[src/sac_map.vh]
/*
 Constants for the successive approximation converter control block:
 field widths, reset values, state codes and conversion timing counts.
 Assumes it is included by the design files and holds definitions only.
*/
// Summary of operation
// [RULE_01] Inputs beyond references saturate to full or zero
// [RULE_02] Ten-bit result split; eight-bit rounded into low
// [RULE_03] Transfer sets done flag; interrupt when enabled
// [RULE_04] Source clock chosen by async and input select
// [RULE_05] Source divided by one, two, four, eight
// [RULE_06] Async clock runs only while converting on it
// [RULE_07] Async clock keeps converting during stop mode; a conversion still in bus sync waits until stop ends
// [RULE_08] One channel converted, picked by channel field
// [RULE_09] Resolution mode picks ten or eight bits
// [RULE_10] Status write with channel not all ones starts
// [RULE_11] No hardware trigger; software or continuous only
// [RULE_12] Continuous mode restarts after every transfer
// [RULE_13] Half-read ten-bit result blocks next transfer
// [RULE_14] Blocked transfer restarts even in single mode
// [RULE_15] Software avoids result reads during single conversion
// [RULE_16] Status write, clock write, reset, stop abort
// [RULE_17] Abort keeps last result; reset clears it
// [RULE_18] Reset or abort drops to inactive low power
// [RULE_19] Eight-bit short sample: 18 first, 16 later
// [RULE_20] Eight-bit long sample: 38 first, 36 later
// [RULE_21] Ten-bit short sample: 21 first, 19 later
// [RULE_22] Ten-bit long sample: 41 first, 39 later
// [RULE_23] Async first conversion allows clock start-up time
// [RULE_24] First conversion adds three bus clock sync
// [RULE_25] All-ones channel write leaves converter idle
// [RULE_26] Alternate source is four times bus clock
// [RULE_27] Starting write clears the done flag
`ifndef SAC_MAP_VH
`define SAC_MAP_VH

`define SAC_CH_W 5
`define SAC_CH_OFF 5'h1F
`define SAC_RES_W 10
`define SAC_RES_RST 10'h000
`define SAC_RES_HI_RST 2'h0
`define SAC_RES_LO_RST 8'h00
`define SAC_LOW_FULL 8'hFF
`define SAC_TOP_BIT 4'h9
`define SAC_DAC_MID 10'h200

// Core clock is the quad bus clock; bus clock is one tick in four
`define SAC_BUS_DIV_LAST 2'h3
`define SAC_SYNC_BUS 3'h3
`define SAC_WARM_CCLK 6'h02
`define SAC_SAMP_10 6'h09
`define SAC_SAMP_8 6'h06
`define SAC_SAMP_LONG 6'h14

`define SAC_ST_IDLE 3'h0
`define SAC_ST_SYNC 3'h1
`define SAC_ST_WARM 3'h2
`define SAC_ST_SAMP 3'h3
`define SAC_ST_CONV 3'h4

`endif
[src/sac_clkdiv.v]
/*
 Converter clock divider: turns source clock ticks into converter
 clock ticks at one, two, four or eight source ticks per output.
 Assumes single-cycle source tick pulses on the core clock.
*/
`timescale 1ns/1ps
`include "sac_map.vh"
module sac_clkdiv (
   input wire core_clk_i,
   input wire rst_i,
   input wire ce_i,
   input wire clr_i,
   input wire src_tick_i,
   input wire [1:0] div_i,
   output reg conv_clk_tick_o
);
   reg [2:0] cnt_ff;
   reg [2:0] mask;

   // Terminal count for the selected ratio
   always @* begin
      case (div_i)
         2'h0: mask = 3'h0;
         2'h1: mask = 3'h1;
         2'h2: mask = 3'h3;
         default: mask = 3'h7;
      endcase
   end

   // Counter restarts on clear so every conversion sees whole periods
   always @(posedge core_clk_i or posedge rst_i) begin
      if (rst_i) begin
         cnt_ff <= 3'h0;
         conv_clk_tick_o <= 1'b0;
      end else if (ce_i) begin
         if (clr_i) begin
            cnt_ff <= 3'h0;
            conv_clk_tick_o <= 1'b0;
         end else begin
            conv_clk_tick_o <= src_tick_i && (cnt_ff == mask); // RULE_05
            if (src_tick_i) begin
               cnt_ff <= (cnt_ff == mask) ? 3'h0 : cnt_ff + 3'h1;
            end
         end
      end
   end
endmodule

[src/sac_ctrl.v]
/*
 Successive approximation converter control: clock select, start,
 continuous restart, abort, result formatting and half-read blocking.
 Assumes core_clk_i is the quad bus clock, comparator and oscillator
 tick inputs are synchronous, and register accesses arrive as strobes.
 Aborts land on the next core clock edge rather than asynchronously;
 at four core clocks per bus clock the difference is not visible to
 software. Result reads are strobes, one per software access.
*/
`timescale 1ns/1ps
`include "sac_map.vh"
module sac_ctrl (
   // Clock, reset, enable and stop mode
   input wire core_clk_i,
   input wire rst_i,
   input wire ce_i,
   input wire stop_i,
   // Status and control register write
   input wire csr_wr_i,
   input wire [4:0] csr_channel_i,
   input wire csr_continuous_i,
   input wire csr_irq_enable_i,
   // Clock configuration register write
   input wire ccfg_wr_i,
   input wire ccfg_async_sel_i,
   input wire ccfg_input_clk_sel_i,
   input wire [1:0] ccfg_div_i,
   input wire ccfg_long_sample_i,
   input wire ccfg_low_power_i,
   input wire ccfg_mode8_i,
   // Software result reads, oscillator and comparator
   input wire rd_high_i,
   input wire rd_low_i,
   input wire aclk_tick_i,
   input wire comp_i,
   // Analog front end controls
   output reg [4:0] channel_o,
   output reg sample_o,
   output reg [9:0] dac_code_o,
   output reg ref_enable_o,
   output reg aclk_enable_o,
   output reg low_power_o,
   // Result registers and status
   output reg [1:0] result_high_o,
   output reg [7:0] result_low_o,
   output reg conv_done_o,
   output reg conv_irq_o,
   output reg busy_o
);
   // Rounds a ten-bit code to eight bits, holding full scale at FF
   // Adding the first dropped bit gives round to nearest
   function [7:0] round8;
      input [9:0] r;
      begin
         if (r[9:2] == `SAC_LOW_FULL) begin
            round8 = `SAC_LOW_FULL;
         end else begin
            round8 = r[9:2] + {7'h00, r[1]};
         end
      end
   endfunction

   // Configuration held from the last register writes
   reg continuous_ff;
   reg irq_enable_ff;
   reg async_sel_ff;
   reg input_clk_sel_ff;
   reg [1:0] div_ff;
   reg long_sample_ff;
   reg mode8_ff;
   // Sequencer state
   reg [2:0] state_ff;
   reg [2:0] nxt_state;
   reg [5:0] cnt_ff;
   reg [5:0] nxt_cnt;
   reg [3:0] bit_ff;
   reg [3:0] nxt_bit;
   reg [9:0] sar_ff;
   reg [9:0] nxt_sar;
   reg [9:0] nxt_dac;
   // Bus clock phase and half-read latch
   reg [1:0] bus_div_ff;
   reg half_read_ff;
   // Combinational helpers
   reg nxt_done;
   reg xfer;
   reg [9:0] sar_bit;
   reg [5:0] samp_len;
   // Clock ticks and register strobe decodes
   wire bus_tick;
   wire src_tick;
   wire conv_clk_tick;
   wire abort;
   wire start;

   // Bus clock is the core clock divided by four; it halts in stop
   assign bus_tick = (bus_div_ff == `SAC_BUS_DIV_LAST) && !stop_i;

   // Async ticks, else alternate (core, four times bus) or bus clock
   assign src_tick = async_sel_ff ? aclk_tick_i : // RULE_04 RULE_07
      (input_clk_sel_ff ? bus_tick : 1'b1); // RULE_26

   // Any register write or stop without the async clock aborts
   assign abort = csr_wr_i || ccfg_wr_i ||
      (stop_i && !async_sel_ff); // RULE_16
   // Only software writes start conversions; there is no trigger pin
   assign start = csr_wr_i && (csr_channel_i != `SAC_CH_OFF); // RULE_10 RULE_11

   sac_clkdiv u_div (
      .core_clk_i(core_clk_i),
      .rst_i(rst_i),
      .ce_i(ce_i),
      .clr_i(state_ff == `SAC_ST_IDLE),
      .src_tick_i(src_tick),
      .div_i(div_ff),
      .conv_clk_tick_o(conv_clk_tick)
   );

   // Register writes and the bus clock divider
   always @(posedge core_clk_i or posedge rst_i) begin
      if (rst_i) begin
         channel_o <= `SAC_CH_OFF;
         continuous_ff <= 1'b0;
         irq_enable_ff <= 1'b0;
         async_sel_ff <= 1'b0;
         input_clk_sel_ff <= 1'b0;
         div_ff <= 2'h0;
         long_sample_ff <= 1'b0;
         low_power_o <= 1'b0;
         mode8_ff <= 1'b0;
         bus_div_ff <= 2'h0;
      end else if (ce_i) begin
         // Bus phase runs free, so sync length varies by up to three core clocks
         bus_div_ff <= bus_div_ff + 2'h1;
         if (csr_wr_i) begin
            channel_o <= csr_channel_i; // RULE_08
            continuous_ff <= csr_continuous_i;
            irq_enable_ff <= csr_irq_enable_i;
         end
         if (ccfg_wr_i) begin
            async_sel_ff <= ccfg_async_sel_i;
            input_clk_sel_ff <= ccfg_input_clk_sel_i;
            div_ff <= ccfg_div_i;
            long_sample_ff <= ccfg_long_sample_i;
            low_power_o <= ccfg_low_power_i; // RULE_06
            mode8_ff <= ccfg_mode8_i; // RULE_09
         end
      end
   end

   // Sample window length per resolution and sample time
   always @* begin
      samp_len = mode8_ff ? `SAC_SAMP_8 : `SAC_SAMP_10; // RULE_19 RULE_21
      // Long sampling adds a fixed number of converter clocks
      if (long_sample_ff) begin
         samp_len = samp_len + `SAC_SAMP_LONG; // RULE_20 RULE_22
      end
   end

   // Sequencer: sync, warm-up, sample, ten approximation steps
   always @* begin
      nxt_state = state_ff;
      nxt_cnt = cnt_ff;
      nxt_bit = bit_ff;
      nxt_sar = sar_ff;
      nxt_dac = dac_code_o;
      sar_bit = 10'h000;
      xfer = 1'b0;
      if (abort) begin
         // Restart or fall idle; results are left untouched
         nxt_state = start ? `SAC_ST_SYNC : `SAC_ST_IDLE; // RULE_18 RULE_25
         nxt_cnt = 6'h00;
         nxt_dac = 10'h000;
      end else begin
         case (state_ff)
            `SAC_ST_IDLE: begin
               // Parked with clocks and references off
               nxt_state = `SAC_ST_IDLE;
            end
            `SAC_ST_SYNC: begin
               // Three bus clocks align the start with the bus
               if (bus_tick) begin
                  nxt_cnt = cnt_ff + 6'h01;
                  if (cnt_ff[2:0] == `SAC_SYNC_BUS - 3'h1) begin
                     nxt_state = `SAC_ST_WARM; // RULE_24
                     nxt_cnt = 6'h00;
                  end
               end
            end
            `SAC_ST_WARM: begin
               // Waits on converter ticks, so async start-up is absorbed
               if (conv_clk_tick) begin
                  nxt_cnt = cnt_ff + 6'h01;
                  if (cnt_ff == `SAC_WARM_CCLK - 6'h01) begin
                     nxt_state = `SAC_ST_SAMP; // RULE_23
                     nxt_cnt = 6'h00;
                  end
               end
            end
            `SAC_ST_SAMP: begin
               if (conv_clk_tick) begin
                  nxt_cnt = cnt_ff + 6'h01;
                  if (cnt_ff == samp_len - 6'h01) begin
                     nxt_state = `SAC_ST_CONV;
                     nxt_bit = `SAC_TOP_BIT;
                     nxt_sar = 10'h000;
                     // First trial code is mid scale
                     nxt_dac = `SAC_DAC_MID;
                  end
               end
            end
            `SAC_ST_CONV: begin
               if (conv_clk_tick) begin
                  // Keep the trial bit when input is at or above it
                  nxt_sar = comp_i ? dac_code_o : sar_ff; // RULE_01
                  if (bit_ff == 4'h0) begin
                     xfer = 1'b1;
                     nxt_dac = 10'h000;
                     nxt_cnt = 6'h00;
                     // Blocked transfers restart regardless of mode
                     if (continuous_ff || (half_read_ff && !mode8_ff)) begin
                        nxt_state = `SAC_ST_SAMP; // RULE_12 RULE_14
                     end else begin
                        nxt_state = `SAC_ST_IDLE;
                     end
                  end else begin
                     // Next trial: kept bits plus the next lower bit
                     nxt_bit = bit_ff - 4'h1;
                     sar_bit = 10'h001 << nxt_bit;
                     nxt_dac = nxt_sar | sar_bit;
                  end
               end
            end
            default: begin
               // Unused codes fall back to idle
               nxt_state = `SAC_ST_IDLE;
            end
         endcase
      end
   end

   // Done flag: transfer sets it, a starting write clears it
   always @* begin
      nxt_done = conv_done_o;
      if (start) begin
         nxt_done = 1'b0; // RULE_27
      end
      // Set wins, though a start always aborts so both never meet
      if (xfer && !(half_read_ff && !mode8_ff)) begin
         nxt_done = 1'b1; // RULE_03
      end
   end

   // Sequencer, result registers and status outputs
   always @(posedge core_clk_i or posedge rst_i) begin
      if (rst_i) begin
         state_ff <= `SAC_ST_IDLE;
         cnt_ff <= 6'h00;
         bit_ff <= 4'h0;
         sar_ff <= 10'h000;
         dac_code_o <= 10'h000;
         // Results return to their reset values, unlike an abort
         result_high_o <= `SAC_RES_HI_RST; // RULE_17
         result_low_o <= `SAC_RES_LO_RST;
         half_read_ff <= 1'b0;
         conv_done_o <= 1'b0;
         conv_irq_o <= 1'b0;
         sample_o <= 1'b0;
         ref_enable_o <= 1'b0;
         aclk_enable_o <= 1'b0;
         busy_o <= 1'b0;
      end else if (ce_i) begin
         // Sequencer registers advance only with the clock enable
         state_ff <= nxt_state;
         cnt_ff <= nxt_cnt;
         bit_ff <= nxt_bit;
         sar_ff <= nxt_sar;
         dac_code_o <= nxt_dac;
         // Reading high arms the block until low is read
         if (rd_low_i) begin
            half_read_ff <= 1'b0;
         end else if (rd_high_i) begin
            half_read_ff <= 1'b1; // RULE_13
         end
         // A blocked transfer drops the new result and keeps the old
         if (xfer && !(half_read_ff && !mode8_ff)) begin // RULE_13
            if (mode8_ff) begin
               result_high_o <= 2'h0;
               result_low_o <= round8(nxt_sar); // RULE_02
            end else begin
               result_high_o <= nxt_sar[9:8]; // RULE_02
               result_low_o <= nxt_sar[7:0];
            end
         end
         // Status outputs are registered so every output is a flop
         conv_done_o <= nxt_done;
         conv_irq_o <= nxt_done && irq_enable_ff; // RULE_03
         sample_o <= (nxt_state == `SAC_ST_SAMP);
         ref_enable_o <= (nxt_state != `SAC_ST_IDLE); // RULE_18
         // Oscillator only runs during a conversion using it
         aclk_enable_o <= (nxt_state != `SAC_ST_IDLE) && async_sel_ff; // RULE_06
         busy_o <= (nxt_state != `SAC_ST_IDLE);
      end
   end
endmodule

[config.mk]
export PLATFORM = sky130hd
export DESIGN_NAME = sac_ctrl
export DESIGN_NICKNAME = d
export VERILOG_FILES = /design/src/sac_clkdiv.v /design/src/sac_ctrl.v
export VERILOG_INCLUDE_DIRS = /design/src
export SDC_FILE = /design/constraint.sdc
export NUM_CORES = 1
export LEC_CHECK = 0
export BUFFER_PORTS_ARGS = -buffer_cell sky130_fd_sc_hd__buf_2
export CORE_ASPECT_RATIO = 1.75
export CORE_MARGIN = 2
export CORE_UTILIZATION = 50
export CTS_CLUSTER_SIZE = 28
export DETAILED_ROUTE_END_ITERATION = 10
export PLACE_DENSITY = 0.74
export SYNTH_ARGS = -nofsm -noshare
export SYNTH_HDL_FRONTEND = slang
export SYNTH_SLANG_ARGS = --single-unit
[constraint.sdc]
create_clock -name core_clk_i -period 3.2 [get_ports core_clk_i]
set_clock_uncertainty 0.1 [all_clocks]
set_input_delay 0.8 -clock core_clk_i [delete_from_list [all_inputs] [get_ports core_clk_i]]
set_output_delay 0.8 -clock core_clk_i [all_outputs]
set_load 0.01 [all_outputs]
==> summary.txt <==
Worst setup path
  – Reg2Reg Depth: 15
  – Crit path launch type: flip-flop
  – CP Buf/Inv Count: 3
  – CP Capture Type: flip-flop
  – Slowest stage cell, crit path: or4_1
  – Crit path required time: between 3 and 4 ns
  – Peak per-stage delay on the critical path: 0.45 ns
  – Critical path origin: long_sample_ff$_DFFE_PP0P_
  – Worst setup path endpoint: result_low_o[7]$_DFFE_PP0P_
  – R2R Setup Slk: 0.19 ns
  – RR Endpoint: result_low_o[7]$_DFFE_PP0P_
  – Crit-path cells: inv_1 -> ha_1 -> xnor2_1 -> nand3_1 -> o21ai_1 -> buf_4 -> nand2_1 -> o2bb2ai_1 -> ha_1 -> inv_1 -> a31oi_2 -> nand3_1 -> or4_1 -> a21oi_2 -> o31ai_2
  – Arrival @ worst endpoint: roughly 3.1 ns
  – CP delay by family, top: simple AND/OR/NAND/NOR gates
  – R2r startpoint: long_sample_ff$_DFFE_PP0P_
  – CP max FO: 3
  – Setup CP Type: flip-flop to flip-flop
  – Crit. path cell count: 15

STA
  – Worst Tran Pin Value: approximately 0.63 ns
  – Final Max Slew Viols: 0
  – Final hold violation count: 0
  – RSZ-0062 raised after global routing: false
  – Final Setup Violations: 0
  – Slew margin rel.: 0.5797
  – Min cycle time layout: roughly 3 ns
  – Final worst-path cycle share: 0.9408
  – Setup TNS: 0 ns
  – Maximum clock rate: 332.1 MHz

Floorplan
  – Row Count: 43
  – I/O pins: between 50 and 60
  – Initial core utilization: 0.5168
  – Core area: roughly 7900 um^2
  – Die Ht: 123.6 um
  – Die Wd: 72.35 um
  – Die area: around 9000 um^2

Detailed routing
  – WL/cell: between 15 and 20 um
  – DR vias/cell: 5.837
  – DRC violations left: 0
  – Initial drt markers: around 320
  – Pre-antenna DRT Iters: 4
  – Via Count: between 3,000 and 4,000
  – Final wirelength: about 11 mm
  – Post-route ant nets: 0

Placed design
  – RD Place Congestion: a little under 1
  – IO Port Bufs: between 50 and 60
  – Post-Place Cells: 622
  – HPWL after DPL: around 8.1 mm
  – Dpl cell area: roughly 4600 um^2

CTS
  – Clk buf depth: 2
  – Clk root buf: clkbuf_16
  – Hold Buf Count CTS: 0
  – Num CTS Buffers: 9
  – CTS tree: done
  – Count of clock tree sinks: 69
  – H-tree Lvls: 3
  – Worst-path clk slew: ~0.060 ns
  – Clk Latency, worst-skew pair: between 0.3 and 0.4 ns

Final layout
  – Most common cell after layout, fill and taps aside: nand2_1
  – Fill cells: about 680
  – Area delta synth->final: 19.77%
  – Layout cells sized above 1: 0.2500
  – Fin util: 0.6190
  – Nets: ~580
  – Most frequent cells in the layout: 81 x nand2_1, 63 x dfrtp_1, 55 x buf_2
  – Inserted Diodes: 0
  – Final std cells w/o fill: ~640
  – Final Cell Area: between 4000 and 5000 um^2

Logic synthesis
  – EDFF count, synth: 0
  – Synth Register Bits: 69
  – Register area share after synthesis: 0.4239
  – Cell count after synthesis: between 400 and 500
  – Top_reg_cell synth: dfrtp_1
  – Yosys warns: 0
  – Post-Syn Nets: roughly 510
  – Synth Area per Inst: between 8 and 9 um^2
  – Netlist cell types: just under 60
  – Mapped cell area: between 4000 and 5000 um^2
  – Synth async-reset ratio: 1.000

Run
  – Max cap viols: 0

Global route
  – Grt ovf: 0
  – Initial antenna violation count: 0
  – GRT Resource Usage Total: 0.2564
  – First-pass GRT wire length: 17.56 mm
  – Largest net degree at the start of global routing: 38
  – Vias in the first global route: between 3,000 and 4,000

Hold path
  – Worst min path class: primary input to asynchronous set/reset pin

Power
  – Highest ir drop seen on vdd: ~0.43 mV
  – Pwr Density: 511.8 nW/um^2
  – Static Leak: 0.002251 uW

Outcome
  – Run status: finished clean
[area by class of cell]
| cell class | count | area, um^2 | area share |
|---|---|---|---|
| multi-input cells | 363 | 2215 | 0.4523 |
| flip-flops and latches | 69 | 1734 | 0.3542 |
| repair buffers | 85 | 500.5 | 0.1022 |
| clock buffers | 10 | 239.0 | 0.04881 |
| well taps | 90 | 112.6 | 0.02300 |
| inverters | 15 | 56.30 | 0.01150 |
| clock inverters | 6 | 38.79 | 0.007922 |
[per-stage QoR]
| stage | setup slack [ns] | hold WS [ns] | power [uW] |
|---|---|---|---|
| 6_report | 0.1893 | 0.3686 | 2506 |
| 5_1_grt | 0.001501 | 0.3834 | 2614 |
| 4_1_cts | 0.1426 | 0.3784 | 2513 |
| 3_5_place_dp | -0.005123 | 0.3659 | 1585 |
| 3_3_place_gp | 0.1400 | 0.3590 | 1563 |
| 2_1_floorplan | 0.03977 | 0.3480 | 1401 |
[cell families after synthesis]
group	synth area share
compound gates	0.2060
xor+xnor	0.02357
fa+ha+maj	0.04285
buf+inv	0.03887
flops	0.4239
mux	0.05448
simple gates	0.2103
[flip-flops by register name (all words and copies together), names as in the netlist, 2 cells and up]
name           flops
sar_ff            10
channel_o          5
result_high_o      2
state_ff           3
cnt_ff             6
bus_div_ff         2
dac_code_o        10
bit_ff             4
div_ff             2
result_low_o       8
u_div.cnt_ff       3
[worst min-delay path by stage]
stage,endpoint,cells past startpoint
after detailed placement,bus_div_ff[0]$_DFFE_PP0P_,1
final,result_low_o[1]$_DFFE_PP0P_,2
after CTS,bus_div_ff[0]$_DFFE_PP0P_,1
after floorplan,bus_div_ff[0]$_DFFE_PP0P_,1
after global placement,result_high_o[0]$_DFFE_PP0P_,2
after global routing,bus_div_ff[0]$_DFFE_PP0P_,1
[power breakdown]
| group | internal, uW | leakage, uW | switching, uW | total (uW) |
|---|---|---|---|---|
| Sequential | 973 | 0.000862 | 94.7 | 1070 |
| Combinational | 226 | 0.00126 | 283 | 509 |
| Clock | 542 | 0.000134 | 387 | 929 |
| Total | 1740 | 0.00225 | 765 | 2510 |
[repair_timing]
item                       CTS  global route
buffers inserted             0             0
setup endpoints to repair    0             3
resized for setup            0             2
[per-layer routing]
layer  routed length (um)  GRT usage  vias to the layer above
li1                     -          -                     1815
met1                 4103     0.2764                     1755
met2                 5718     0.4507                      121
met3                  475    0.04935                       33
met4                  499     0.1627                        0
met5                    0          0                        -
[synthesized netlist by cell type, drive strengths merged (7+ instances only)]
| master | count | area, um^2 |
|---|---|---|
| a21oi | 35 | 175.2 |
| clkbuf | 16 | 60.06 |
| o21ai | 40 | 200.2 |
| dfrtp | 64 | 1602 |
| o31ai | 12 | 100.1 |
| nor3 | 8 | 40.04 |
| inv | 15 | 56.30 |
| ha | 14 | 175.2 |
| nor2 | 46 | 172.7 |
| o211ai | 7 | 52.55 |
| nand2 | 83 | 314.1 |
| xnor2 | 8 | 70.07 |
| nand3 | 16 | 80.08 |
| mux2 | 18 | 202.7 |
No activity file was read; power rests on OpenSTA's default activity.
